--- config.mk ---
export PLATFORM = sky130hd
export DESIGN_NAME = vmx_field_exit_unit
export DESIGN_NICKNAME = d
export VERILOG_FILES = /design/src/inc/vmx_coder_pkg.sv /design/src/rtl/vmx_field_exit_unit.sv /design/src/rtl/exit_reason_coder.sv
export VERILOG_INCLUDE_DIRS = /design/src /design/src/inc
export SDC_FILE = /design/constraint.sdc
export NUM_CORES = 2
export LEC_CHECK = 0
export CAP_MARGIN = 20
export CORE_ASPECT_RATIO = 0.75
export CORE_UTILIZATION = 40
export CTS_BUF_LIST = sky130_fd_sc_hd__clkbuf_8
export DETAILED_ROUTE_END_ITERATION = 6
export DONT_BUFFER_PORTS = 1
export PLACE_DENSITY = 0.53
export SLEW_MARGIN = 20
export SYNTH_ARGS = -nofsm -noshare
export SYNTH_HDL_FRONTEND = slang
export SYNTH_SLANG_ARGS = --single-unit
--- constraint.sdc ---
create_clock -name mclk -period 14.28 [get_ports mclk]
set_input_delay 2.142 -clock mclk [delete_from_list [all_inputs] [get_ports mclk]]
set_output_delay 2.142 -clock mclk [all_outputs]
set_load 0.05 [all_outputs]
--- src/inc/vmx_coder_consts.svh ---
// Offsets, field positions, reset values and encodings for the host field
// decoder and exit-reason coder. Assumes inclusion by bare name.
`ifndef VMX_CODER_CONSTS_SVH
`define VMX_CODER_CONSTS_SVH

// Register byte offsets on the AXI4-Lite slave.
`define OFS_CONTROLS      8'h00
`define OFS_EXC_BITMAP    8'h04
`define OFS_FIELD_SELECT  8'h08
`define OFS_DECODE_STATUS 8'h0C
`define OFS_FIELD_LOW     8'h10
`define OFS_FIELD_HIGH    8'h14
`define OFS_EXIT_REASON   8'h18
`define OFS_EXIT_STATUS   8'h1C

// Bits of the controls register.
`define CTL_NMI_EXITING   0
`define CTL_EXT_EXITING   1
`define CTL_IWIN_EXITING  2
`define CTL_NWIN_EXITING  3
`define CTL_SS_LOAD_SUP   4
`define CTL_WIDTH         5
`define CTL_RESET         5'h00

// Bits of the decode status register.
`define DEC_HOST_AREA     0
`define DEC_NATURAL       1
`define DEC_FULL_ACCESS   2
`define DEC_SUPPORTED     3
`define DEC_INDEX_LO      4
`define DEC_INDEX_HI      12

// Bits of the exit status register.
`define EST_NEW_EXIT      0
`define EST_ENTRY_FAIL    1
`define EST_COUNT_LO      16
`define EST_COUNT_HI      31

// Field encoding layout.
`define ENC_AREA_HI       11
`define ENC_AREA_LO       10
`define ENC_WIDTH_HI      14
`define ENC_WIDTH_LO      13
`define ENC_INDEX_HI      9
`define ENC_INDEX_LO      1
`define ENC_ACCESS_BIT    0
`define ENC_AREA_HOST     2'h3
`define ENC_WIDTH_NATURAL 2'h3
`define ENC_HOST_NAT_BASE 16'h6C00
`define HOST_LAST_BASIC   9'h00B
`define HOST_LAST_SHADOW  9'h00E
`define HOST_FIELD_COUNT  15

// Reset values.
`define BITMAP_RESET      32'h0000_0000
`define SELECT_RESET      16'h6C00
`define REASON_RESET      32'h0000_0000

// AXI response codes.
`define RESP_OKAY         2'h0
`define RESP_SLVERR       2'h2

`endif

--- src/inc/vmx_coder_pkg.sv ---
// Types for the host field decoder and exit-reason coder.
// Assumes nothing of its surroundings.
package vmx_coder_pkg;

  typedef enum logic [15:0] {
    reason_exception_or_nmi = 16'h0000,
    reason_external_int     = 16'h0001,
    reason_triple_fault     = 16'h0002,
    reason_init_signal      = 16'h0003,
    reason_startup_ipi      = 16'h0004,
    reason_io_mgmt          = 16'h0005,
    reason_other_mgmt       = 16'h0006,
    reason_interrupt_window = 16'h0007,
    reason_nmi_window       = 16'h0008,
    reason_task_switch      = 16'h0009
  } basic_reason_t;

  typedef enum logic [3:0] {
    fld_control_register_zero               = 4'h0,
    fld_page_table_root_register            = 4'h1,
    fld_control_register_four               = 4'h2,
    fld_fs_base                             = 4'h3,
    fld_gs_base                             = 4'h4,
    fld_task_register_base                  = 4'h5,
    fld_global_descriptor_table_base        = 4'h6,
    fld_interrupt_descriptor_table_base     = 4'h7,
    fld_fast_syscall_stack_pointer          = 4'h8,
    fld_fast_syscall_entry_pointer          = 4'h9,
    fld_stack_pointer                       = 4'hA,
    fld_instruction_pointer                 = 4'hB,
    fld_supervisor_shadow_stack_control     = 4'hC,
    fld_shadow_stack_pointer                = 4'hD,
    fld_interrupt_shadow_stack_table_address = 4'hE
  } host_field_t;

endpackage

--- src/rtl/vmx_field_exit_unit.sv ---
// Host natural-width field decoder and store, plus exit-reason recorder,
// behind an AXI4-Lite slave.
// Assumes core events are synchronous to mclk and one cycle wide.
//
// The register offsets and register access over AXI4-Lite were decided locally.
`timescale 1ns/10ps
`include "vmx_coder_consts.svh"

// How it works
// Encoding bits 11:10 equal to 3 mark the host-state area.
// Encoding bits 9:1 give the field index within the host group.
// Indices 0 to 7 select the control and base fields from 6C00H.
// Indices 8 to 11 select syscall pointers, stack and instruction pointer.
// Indices 12 to 14 exist only when shadow-stack load is supported.
// Each exit stores a 32-bit exit-reason value.
// An entry failure stores its reason in the same field.
// The basic reason sits in the low 16 bits of that value.
// Reason 0 for bitmap-hit exceptions or exiting non-maskable interrupts.
// Reason 0 also covers bound, trap, overflow and undefined-opcode faults.
// Reason 1 for external interrupts with their exiting control set.
// Reason 2 for unintercepted exceptions while calling double-fault.
// Reason 3 when the initialization signal arrives.
// Reason 4 for a startup interrupt while waiting for one.
// Reason 5 for a management interrupt right after an I/O retire.
// Reason 6 for any other management interrupt exit.
// Reason 7 at a boundary: flag set, unblocked, window control set.
// Reason 8 at a boundary: no virtual blocking, no load block, control.
// Reason 9 when guest software attempts a task switch.
// Encoding bits 14:13 equal to 3 mark a natural-width field.
// Natural-width fields need bit 0 clear, full access only.
// Indices past the list, or absent shadow fields, are unsupported.
module vmx_field_exit_unit #(
  parameter int NAT_W = 64
) (
  input  wire logic                        mclk,
  input  wire logic                        nrst,
  input  wire logic                        ce,
  // AXI4-Lite slave.
  input  wire logic [7:0]                  s_axi_awaddr,
  input  wire logic                        s_axi_awvalid,
  output logic                             s_axi_awready,
  input  wire logic [31:0]                 s_axi_wdata,
  input  wire logic [3:0]                  s_axi_wstrb,
  input  wire logic                        s_axi_wvalid,
  output logic                             s_axi_wready,
  output logic [1:0]                       s_axi_bresp,
  output logic                             s_axi_bvalid,
  input  wire logic                        s_axi_bready,
  input  wire logic [7:0]                  s_axi_araddr,
  input  wire logic                        s_axi_arvalid,
  output logic                             s_axi_arready,
  output logic [31:0]                      s_axi_rdata,
  output logic [1:0]                       s_axi_rresp,
  output logic                             s_axi_rvalid,
  input  wire logic                        s_axi_rready,
  // Core events.
  input  wire logic                        exception_event,
  input  wire logic [4:0]                  exception_vector,
  input  wire logic                        in_double_fault_call,
  input  wire logic                        nmi_event,
  input  wire logic                        ext_int_event,
  input  wire logic                        init_event,
  input  wire logic                        startup_ipi_event,
  input  wire logic                        wait_for_startup_ipi,
  input  wire logic                        mgmt_event,
  input  wire logic                        io_just_retired,
  input  wire logic                        instr_boundary,
  input  wire logic                        interrupt_flag,
  input  wire logic                        blocked_by_int_en,
  input  wire logic                        blocked_by_ss_load,
  input  wire logic                        virtual_nmi_blocked,
  input  wire logic                        task_switch_event,
  input  wire logic                        entry_fail_event,
  input  wire logic [15:0]                 entry_fail_reason,
  // Exit report and field decode result.
  output logic                             exit_valid,
  output logic [31:0]                      exit_reason,
  output vmx_coder_pkg::host_field_t       selected_field,
  output logic                             field_supported
);
  import vmx_coder_pkg::*;

  if (NAT_W < 33 || NAT_W > 64) begin : g_width_check
    $error("NAT_W must lie between 33 and 64");
  end

  localparam int NF = `HOST_FIELD_COUNT;

  // ---------------------------------------------------------------
  // Software-visible state, and the exit_valid pulse register.
  logic [`CTL_WIDTH-1:0] controls_q;
  logic [31:0]           bitmap_q;
  logic [15:0]           select_q;
  logic [31:0]           reason_q;
  logic                  new_exit_q;
  logic                  entry_fail_q;
  logic [15:0]           count_q;
  logic                  exit_valid_q;
  logic [NAT_W-1:0]      field_q [NF];

  // ---------------------------------------------------------------
  // Field encoding decode.
  wire [1:0] enc_area  = select_q[`ENC_AREA_HI:`ENC_AREA_LO];
  wire [1:0] enc_width = select_q[`ENC_WIDTH_HI:`ENC_WIDTH_LO];
  wire [8:0] enc_index = select_q[`ENC_INDEX_HI:`ENC_INDEX_LO];
  wire       is_host   = enc_area == `ENC_AREA_HOST;
  wire       is_nat    = enc_width == `ENC_WIDTH_NATURAL;
  wire       is_full   = ~select_q[`ENC_ACCESS_BIT];
  wire       ss_sup    = controls_q[`CTL_SS_LOAD_SUP];
  // Basic fields run contiguously up from the group base.
  wire       in_basic  = enc_index <= `HOST_LAST_BASIC;
  // Shadow-stack fields follow and exist only with load support.
  wire       in_shadow = ss_sup & (enc_index <= `HOST_LAST_SHADOW);
  wire       supported = is_host & is_nat & is_full &
                         (in_basic | in_shadow);
  wire [3:0] slot      = enc_index[3:0];

  assign selected_field  = host_field_t'(supported ? slot : 4'h0);
  assign field_supported = supported;

  wire [31:0] decode_word = {19'h0, enc_index, supported, is_full,
                             is_nat, is_host};

  wire [63:0] sel_field = supported ? 64'(field_q[slot]) : 64'h0;

  // ---------------------------------------------------------------
  // AXI write channel: address and data are taken in either order.
  logic       aw_full_q;
  logic       w_full_q;
  logic [7:0] aw_addr_q;
  logic [31:0] w_data_q;
  logic [3:0] w_strb_q;
  logic       bvalid_q;
  logic [1:0] bresp_q;

  assign s_axi_awready = ~aw_full_q & ~bvalid_q;
  assign s_axi_wready  = ~w_full_q & ~bvalid_q;
  assign s_axi_bvalid  = bvalid_q;
  assign s_axi_bresp   = bresp_q;

  wire aw_take  = s_axi_awvalid & s_axi_awready;
  wire w_take   = s_axi_wvalid & s_axi_wready;
  wire do_write = aw_full_q & w_full_q & ~bvalid_q;

  wire wr_ctl  = do_write & (aw_addr_q == `OFS_CONTROLS);
  wire wr_bmp  = do_write & (aw_addr_q == `OFS_EXC_BITMAP);
  wire wr_sel  = do_write & (aw_addr_q == `OFS_FIELD_SELECT);
  wire wr_lo   = do_write & (aw_addr_q == `OFS_FIELD_LOW);
  wire wr_hi   = do_write & (aw_addr_q == `OFS_FIELD_HIGH);
  wire wr_est  = do_write & (aw_addr_q == `OFS_EXIT_STATUS);
  wire wr_ro   = do_write & ((aw_addr_q == `OFS_DECODE_STATUS) |
                             (aw_addr_q == `OFS_EXIT_REASON));
  wire wr_ok   = wr_ctl | wr_bmp | wr_sel | wr_lo | wr_hi | wr_est | wr_ro;

  function automatic logic [31:0] merge(input logic [31:0] old_v,
                                        input logic [31:0] new_v,
                                        input logic [3:0]  strb);
    logic [31:0] res;
    res = old_v;
    for (int b = 0; b < 4; b++) begin
      if (strb[b]) begin
        res[b*8 +: 8] = new_v[b*8 +: 8];
      end
    end
    return res;
  endfunction

  wire [31:0] ctl_m = merge({27'h0, controls_q}, w_data_q, w_strb_q);
  wire [31:0] bmp_m = merge(bitmap_q, w_data_q, w_strb_q);
  wire [31:0] sel_m = merge({16'h0, select_q}, w_data_q, w_strb_q);
  wire [31:0] lo_m  = merge(sel_field[31:0], w_data_q, w_strb_q);
  wire [31:0] hi_m  = merge(sel_field[63:32], w_data_q, w_strb_q);
  wire [63:0] fld_m = wr_lo ? {sel_field[63:32], lo_m} :
                              {hi_m, sel_field[31:0]};
  wire        est_clr = wr_est & w_strb_q[0] & w_data_q[`EST_NEW_EXIT];

  always_ff @(posedge mclk) begin
    if (!nrst) begin
      aw_full_q <= 1'b0;
      w_full_q  <= 1'b0;
      aw_addr_q <= 8'h00;
      w_data_q  <= 32'h0000_0000;
      w_strb_q  <= 4'h0;
      bvalid_q  <= 1'b0;
      bresp_q   <= `RESP_OKAY;
    end else if (ce) begin
      if (aw_take) begin
        aw_full_q <= 1'b1;
        aw_addr_q <= s_axi_awaddr;
      end
      if (w_take) begin
        w_full_q <= 1'b1;
        w_data_q <= s_axi_wdata;
        w_strb_q <= s_axi_wstrb;
      end
      if (do_write) begin
        aw_full_q <= 1'b0;
        w_full_q  <= 1'b0;
        bvalid_q  <= 1'b1;
        bresp_q   <= wr_ok ? `RESP_OKAY : `RESP_SLVERR;
      end else if (bvalid_q && s_axi_bready) begin
        bvalid_q <= 1'b0;
      end
    end
  end

  always_ff @(posedge mclk) begin
    if (!nrst) begin
      controls_q <= `CTL_RESET;
      bitmap_q   <= `BITMAP_RESET;
      select_q   <= `SELECT_RESET;
    end else if (ce) begin
      if (wr_ctl) begin
        controls_q <= ctl_m[`CTL_WIDTH-1:0];
      end
      if (wr_bmp) begin
        bitmap_q <= bmp_m;
      end
      if (wr_sel) begin
        select_q <= sel_m[15:0];
      end
    end
  end

  // Host field store: a write to an unsupported encoding is dropped.
  for (genvar i = 0; i < NF; i++) begin : g_field
    wire hit_i = (wr_lo | wr_hi) & supported & (slot == 4'(i));
    always_ff @(posedge mclk) begin
      if (!nrst) begin
        field_q[i] <= '0;
      end else if (ce && hit_i) begin
        field_q[i] <= fld_m[NAT_W-1:0];
      end
    end
  end

  // ---------------------------------------------------------------
  // AXI read channel: one cycle from address to data.
  logic        rvalid_q;
  logic [31:0] rdata_q;
  logic [1:0]  rresp_q;

  assign s_axi_arready = ~rvalid_q;
  assign s_axi_rvalid  = rvalid_q;
  assign s_axi_rdata   = rdata_q;
  assign s_axi_rresp   = rresp_q;

  wire ar_take = s_axi_arvalid & s_axi_arready;

  wire [31:0] status_word = {count_q, 14'h0, entry_fail_q, new_exit_q};

  logic [31:0] rd_mux;
  logic        rd_ok;
  always_comb begin
    rd_mux = 32'h0000_0000;
    rd_ok  = 1'b1;
    unique case (s_axi_araddr)
      `OFS_CONTROLS:      rd_mux = {27'h0, controls_q};
      `OFS_EXC_BITMAP:    rd_mux = bitmap_q;
      `OFS_FIELD_SELECT:  rd_mux = {16'h0, select_q};
      `OFS_DECODE_STATUS: rd_mux = decode_word;
      `OFS_FIELD_LOW:     rd_mux = sel_field[31:0];
      `OFS_FIELD_HIGH:    rd_mux = sel_field[63:32];
      `OFS_EXIT_REASON:   rd_mux = reason_q;
      `OFS_EXIT_STATUS:   rd_mux = status_word;
      default:            rd_ok  = 1'b0;
    endcase
  end

  always_ff @(posedge mclk) begin
    if (!nrst) begin
      rvalid_q <= 1'b0;
      rdata_q  <= 32'h0000_0000;
      rresp_q  <= `RESP_OKAY;
    end else if (ce) begin
      if (ar_take) begin
        rvalid_q <= 1'b1;
        rdata_q  <= rd_mux;
        rresp_q  <= rd_ok ? `RESP_OKAY : `RESP_SLVERR;
      end else if (rvalid_q && s_axi_rready) begin
        rvalid_q <= 1'b0;
      end
    end
  end

  // ---------------------------------------------------------------
  // Exit cause coding and recording.
  logic          cause_hit;
  basic_reason_t cause_reason;

  exit_reason_coder u_coder (
    .exception_event      (exception_event),
    .exception_vector     (exception_vector),
    .in_double_fault_call (in_double_fault_call),
    .exception_bitmap     (bitmap_q),
    .nmi_event            (nmi_event),
    .ext_int_event        (ext_int_event),
    .init_event           (init_event),
    .startup_ipi_event    (startup_ipi_event),
    .wait_for_startup_ipi (wait_for_startup_ipi),
    .mgmt_event           (mgmt_event),
    .io_just_retired      (io_just_retired),
    .instr_boundary       (instr_boundary),
    .interrupt_flag       (interrupt_flag),
    .blocked_by_int_en    (blocked_by_int_en),
    .blocked_by_ss_load   (blocked_by_ss_load),
    .virtual_nmi_blocked  (virtual_nmi_blocked),
    .task_switch_event    (task_switch_event),
    .controls             (controls_q),
    .hit                  (cause_hit),
    .reason               (cause_reason)
  );

  // An entry failure excludes an exit in the same cycle, so it wins.
  wire        record  = entry_fail_event | cause_hit;
  wire [15:0] basic   = entry_fail_event ? entry_fail_reason :
                                           16'(cause_reason);
  wire [31:0] reason_d = {16'h0, basic};

  always_ff @(posedge mclk) begin
    if (!nrst) begin
      reason_q     <= `REASON_RESET;
      new_exit_q   <= 1'b0;
      entry_fail_q <= 1'b0;
      count_q      <= 16'h0000;
      exit_valid_q <= 1'b0;
    end else if (ce) begin
      exit_valid_q <= record;
      if (record) begin
        reason_q     <= reason_d;
        entry_fail_q <= entry_fail_event;
        count_q      <= 16'(count_q + 16'h0001);
      end
      // A new record in the clearing cycle keeps the flag set.
      if (record) begin
        new_exit_q <= 1'b1;
      end else if (est_clr) begin
        new_exit_q <= 1'b0;
      end
    end
  end

  assign exit_valid  = exit_valid_q;
  assign exit_reason = reason_q;

endmodule

--- src/rtl/exit_reason_coder.sv ---
// Combinational cause-to-reason coder for basic exit reasons 0 to 9.
// Assumes event inputs are one-cycle pulses on the core clock.
`timescale 1ns/10ps
`include "vmx_coder_consts.svh"
module exit_reason_coder (
  input  wire logic                        exception_event,
  input  wire logic [4:0]                  exception_vector,
  input  wire logic                        in_double_fault_call,
  input  wire logic [31:0]                 exception_bitmap,
  input  wire logic                        nmi_event,
  input  wire logic                        ext_int_event,
  input  wire logic                        init_event,
  input  wire logic                        startup_ipi_event,
  input  wire logic                        wait_for_startup_ipi,
  input  wire logic                        mgmt_event,
  input  wire logic                        io_just_retired,
  input  wire logic                        instr_boundary,
  input  wire logic                        interrupt_flag,
  input  wire logic                        blocked_by_int_en,
  input  wire logic                        blocked_by_ss_load,
  input  wire logic                        virtual_nmi_blocked,
  input  wire logic                        task_switch_event,
  input  wire logic [`CTL_WIDTH-1:0]       controls,
  output logic                             hit,
  output vmx_coder_pkg::basic_reason_t     reason
);
  import vmx_coder_pkg::*;

  wire bitmap_hit  = exception_bitmap[exception_vector];
  // An exception while calling the double-fault handler, not intercepted.
  wire c_triple    = exception_event & in_double_fault_call & ~bitmap_hit;
  // Trap, bound, overflow and undefined-opcode faults arrive here as well.
  wire c_exc       = exception_event & bitmap_hit;
  wire c_nmi       = nmi_event & controls[`CTL_NMI_EXITING];
  wire c_ext       = ext_int_event & controls[`CTL_EXT_EXITING];
  wire c_init      = init_event;
  wire c_wake      = startup_ipi_event & wait_for_startup_ipi;
  wire c_io_mgmt   = mgmt_event & io_just_retired;
  wire c_oth_mgmt  = mgmt_event & ~io_just_retired;
  wire c_iwin      = instr_boundary & interrupt_flag & ~blocked_by_int_en &
                     ~blocked_by_ss_load & controls[`CTL_IWIN_EXITING];
  wire c_nwin      = instr_boundary & ~virtual_nmi_blocked &
                     ~blocked_by_ss_load & controls[`CTL_NWIN_EXITING];
  wire c_task      = task_switch_event;

  assign hit = c_triple | c_exc | c_nmi | c_ext | c_init | c_wake |
               c_io_mgmt | c_oth_mgmt | c_iwin | c_nwin | c_task;

  // Fixed priority: the most severe cause wins when several coincide.
  assign reason = c_triple  ? reason_triple_fault     :
                  c_init    ? reason_init_signal      :
                  c_wake    ? reason_startup_ipi      :
                  c_io_mgmt ? reason_io_mgmt          :
                  c_oth_mgmt ? reason_other_mgmt      :
                  (c_exc | c_nmi) ? reason_exception_or_nmi :
                  c_ext     ? reason_external_int     :
                  c_nwin    ? reason_nmi_window       :
                  c_iwin    ? reason_interrupt_window :
                  reason_task_switch;

endmodule

Word level (Yosys, flattened, before mapping)
Memories as Yosys holds them, arrays and structs flattened. A register that Yosys moved wholly into a read port is not among the register bits.
Index checks and enable logic that the tools add are counted.
{ "word_totals": {"reg_bits": 172, "ram_bits": 960, "inputBits": 97, "out_inout_bits": 79, "elab_cells": 297, "memories": 1} }
{ "memory_table": {"columns": ["name", "words", "width", "read_ports", "rd_clocked_by_memory_dff", "write_ports", "line", "rtl"], "rows": [
  ["field_q", 15, 64, 1, 1, 15, "vmx_field_exit_unit.sv:99", "logic [NAT_W-1:0] field_q [NF];"]
]} }
{ "classes": {"addsub": 1, "order_cmp": 3, "n_eq_ne": 30, "mux": 100, "bitwise_logic": 97, "reduce_logical": 43} }
{ "op_table": {"columns": ["op", "count"], "rows": [
  ["64-bit two-way mux", 17],
  ["32-bit one-hot mux with 8 select lines", 1],
  ["16-bit two-way mux", 9],
  ["8-bit by 5-bit == test with 1-bit output, second input constant", 8],
  ["8-bit two-way mux", 8],
  ["1-bit two-way mux", 58],
  ["1-bit AND", 51],
  ["1-bit bitwise OR", 36],
  ["8-bit by 4-bit == test with 1-bit output, second input constant", 4],
  ["4-bit == test, second input constant", 7],
  ["3-bit AND reduction", 7],
  ["2-bit AND reduction", 10],
  ["9-bit by 4-bit <= comparator with 1-bit output, second input constant", 2],
  ["1-bit logical AND", 17],
  ["16-bit by 1-bit adder with 16-bit output, second input constant", 1],
  ["4-bit by 3-bit == test with 1-bit output, second input constant", 4],
  ["8-bit by 3-bit == test with 1-bit output, second input constant", 2],
  ["8-bit logical NOT", 2],
  ["4-bit two-way mux", 4],
  ["1-bit inverter", 10],
  ["2-bit nonzero test", 5],
  ["4-bit by 2-bit == test with 1-bit output, second input constant", 2],
  ["8-bit OR reduction", 1],
  ["5-bit by 6-bit < comparator with 1-bit output, second input constant", 1],
  ["other kinds (5)", 7]
]} }

Longest topological paths before layout
{ "depth": {"word_depth": 17, "ltp_mapped": 12, "depth_no_buf": 8} }

By module
From an unflattened synthesis, not the netlist that was laid out.
{ "unflattened": {"cells_unflattened": 4076, "hier_area_um2": 51511.9} }
{ "by_module_without_submodules": {"columns": ["module", "instances", "cells_each", "area_per_inst_um2", "seq_area_each_um2"], "rows": [
  ["vmx_field_exit_unit", 1, 3988, 50878.8, 32311.0],
  ["exit_reason_coder", 1, 88, 633.1, 0.0]
]} }

Worst setup path before layout
OpenSTA, ideal clock, no wires.
{ "synth_timing": {"kind": "input port to flip-flop", "start": "input port ce", "end": "memory field_q[2][0], enable pin", "setup_ps": 574, "t_arrival_ps": 8193, "required_time_ps": 13706, "setup_slack_ps": 5512, "path_stages": 8, "path_buffers": 1, "path_cell_list": "buf_2 -> and2b_1 -> nand3_2 -> or2_1 -> nor3b_2 -> nand2_2 -> or3_1 -> o21ai_0"} }
{ "synth_lines": {"columns": ["item", "line", "rtl"], "rows": [
  ["start, declared", "vmx_field_exit_unit.sv:37", "input wire logic ce,"],
  ["end, declared", "vmx_field_exit_unit.sv:99", null]
]} }

Worst setup path in the final report
{ "layout_timing": {"start": "register select_q[10]", "end": "output port selected_field[1]"} }
{ "layout_via": {"elab_chain_cells": 5} }
{ "layout_lines": {"columns": ["item", "line", "rtl"], "rows": [
  ["start, declared", "vmx_field_exit_unit.sv:93", "logic [15:0] select_q;"],
  ["start signal, assigned", "vmx_field_exit_unit.sv:211", "select_q <= `SELECT_RESET;"],
  ["start signal, assigned", "vmx_field_exit_unit.sv:220", "select_q <= sel_m[15:0];"],
  ["2-bit == test (no source line)", null, null],
  ["1-bit AND (3 in a row)", "vmx_field_exit_unit.sv:114", "wire supported = is_host & is_nat & is_full &"],
  ["via field_supported", "vmx_field_exit_unit.sv:79", "output logic field_supported"],
  ["4-bit two-way mux", "vmx_field_exit_unit.sv:118", "assign selected_field = host_field_t'(supported ? slot : 4'h0);"],
  ["end, declared", "vmx_field_exit_unit.sv:78", "output vmx_coder_pkg::host_field_t selected_field,"]
]} }
The timed path passes the listed nets, and every way through them passes these cells.

==> run metrics <==
initial antenna violation count=12; Switching Share=0.2439; Fillers=11300; DRC violations left=0; commonest non-fill, non-tap cells in the layout=1101 x nor2_1, 960 x edfxtp_1, 373 x nand2_1; worst setup path start=select_q[10]$_SDFFE_PN1P_; mux contribution to synthesized area=0.1366; sw power=1.623 mW; complex-gate fraction of the synthesized area=0.05129; Num CTS Buffers=180; # port buffers=0; syn_area_per_cell=12.84 um2; CTS Sinks=1134; area grow syn2layout=9.238%; dominant cells by area after synthesis=edfxtp_1 58%, mux4_2 11%, nor2_1 8.2%; Global Route met1 Usage=0.3718; post-DR vias/cell=5.725; Fin Setup TNS=0 ns; sequential cell area=32330 um2; post-synthesis cell count=3904; Period minus WS final=6.570 ns; drt total wl=159.4 mm; hold_buf cts=0; latest clock arrival within the worst-skew pair=0.91 ns; Combinational Power Share=0.042; worst vdd ir=0.09949 mV; vias in the first global route=30520; largest net degree at the start of global routing=68; CP startpoint kind=register; Synth top area share=0.5751; dominant cell type by area after synthesis=edfxtp_1; CTS max path bufs=3; Pins Over Slew Limit=0; Clk pin slew, worst setup/hold paths=0.06 ns; IO Count=176; Post-CTS Setup Inserts=0; Synth Area in Simple Gates=0.1316; Root Driver=clkbuf_8; WL per Instance=28.31 um; CP Class=reg -> out; Vias=32230; Clk pwr share=0.394; die width=410.8 um; GRT Util Overall=0.2510; row cnt=112; total power=6.657 mW; final hold vios=0; largest family of logic cells by synthesized area=multiplexers; HPWL Detailed=97.73 mm; First DRT Iteration DRCs=3596; synth warn=0; Slew HR=0.1660; most common cell after layout, fill and taps aside=nor2_1; crit path DAT=4.43 ns; GRT overflow=0; Post-Synth XOR/XNOR Area=0.0005242; power density over the cells=121.6 nW/um2; crit path max fanout=35; met3 usage=0.07237; core area=124300 um2; Die Height=308.6 um; ys async rst share=0; fin nets=3919; Setup crit end kind=output port; Util after Layout=0.4405; CTS tree=built; GR Util met2=0.3547; Hold WC Path Type=reg -> reg; multi-input logic area=16490 um2; Post-Synthesis Cell Area=50130 um2; die area=126800 um2; ys flop type=edfxtp_1; adder-cell share of the synthesized area=0.0002496; sequential share of power=0.564; Design Area, Final=54760 um2; first-pass GRT wire length=227.0 mm; final setup vio count=0; H-tree Lvls=4; status=complete, no violations; Worst Clk Skew=0.05971 ns; Post-synth EDFFs=960; leakage power=18.40 nW; max_cap viols=0; First-pass DRT Iterations=7; reg-to-reg startpoint=select_q[10]$_SDFFE_PN1P_; register area share after synthesis=0.6446; Distinct cells, synth=64; RePlAce Congestion=0.8376; RSZ-0062 raised after global routing=false; Fmax=0.1522 GHz; Detail Route Antenna Nets=0; Post-CTS Resized=0; Worst Max-Slew Pin Slew=1.251 ns; placed instance area=51390 um2; number of synthesized register bits=1134; P_int=5.033 mW; Req. time, crit path=12.14 ns; Hold Startpoint=aw_addr_q[5]$_SDFFE_PN0P_; ratio of final minimum period to clock period=0.4601; GRT busiest layer=met1; share of post-route cells with drive strength above 1=0.1670; Initial Utilization=0.4033
==> path summary, 6_finish.rpt <==
check	end	slack (ns)	cells after the start
worst min-delay path	aw_addr_q[5]$_SDFFE_PN0P_	0.46	2
worst max-delay path	selected_field[1]	7.71	7
worst max register to register	field_q[4][39]$_SDFFCE_PN0P_	9.05	10
worst min register to register	aw_addr_q[5]$_SDFFE_PN0P_	0.46	2
==> metrics by stage <==
stage	worst slack (ns)	cells	hold slack, ns
after floorplan	5.512	3921	0.4360
after global placement	8.221	5287	0.4449
after detailed placement	8.146	5288	0.4503
after CTS	7.657	5619	0.4582
after global routing	7.582	5630	0.4674
final	7.710	5630	0.4558
==> worst max-delay path: stages (launching register included) <==
cell and delay [ns]:
dfxtp_1 0.35, nand2_1 0.30, nor3_1 0.24, nand3_1 0.15, nor3_4 0.73, buf_4 0.57, buf_4 0.55, and2_1 0.55
==> power by group through the flow <==
stage	logic [mW]	clock network [mW]	registers (mW)
floorplan	0.186	0	3.82
CTS	0.278	2.65	3.76
global placement	0.276	0	3.82
detailed placement	0.278	0	3.83
global route	0.296	2.80	3.77
finish	0.279	2.62	3.76
==> metal layers <==
| layer | wire (um) | vias up |
|---|---|---|
| met5 | 0 | - |
| met4 | 3868 | 0 |
| met2 | 67230 | 1574 |
| li1 | - | 13930 |
| met3 | 17320 | 206 |
| met1 | 70970 | 16520 |
==> sequential cells by signal (all words and copies together) (netlist names), 5 cells and up, named ones only <==
signal and count:
field_q 960, controls_q 5, select_q 16, bitmap_q 32, exit_reason 16, count_q 16, w_data_q 32, aw_addr_q 8
s_axi_rdata 32
==> synth_stat cells (all sizes together), types with 6 or more instances <==
cell type and n:
o221ai 6, mux4 255, a222oi 10, clkbuf 165, o22ai 19, and2 10, nand3 67, nand2 385
a21boi 8, nor2b 8, o211ai 8, mux2i 109, dfxtp 174, nor2 1103, a211oi 33, a22oi 25
or3 7, buf 182, and3 17, nor3 10, o21ai 87, a21oi 173, edfxtp 960, nand2b 11
inv 13, nand4 6
==> logic make-up after synthesis <==
logic type	after synthesis
muxes	365
and+or+nand+nor	1647
other	1
DFF	1134
xor gates and xnor gates	3
buffers and inverters	360
adders and majority gates	1
AOI/OAI and AO/OA	393
==> layout make-up <==
cell class | instances | share of cell area
flip-flops and latches | 1134 | 0.5903
multi-input cells | 2427 | 0.3012
clock buffers | 192 | 0.04826
well taps | 1653 | 0.03777
clock inverters | 139 | 0.01163
repair buffers | 65 | 0.009551
inverters | 13 | 0.0009825
diodes | 7 | 0.0003199
Note: power is estimated with default switching activity, not from simulation.
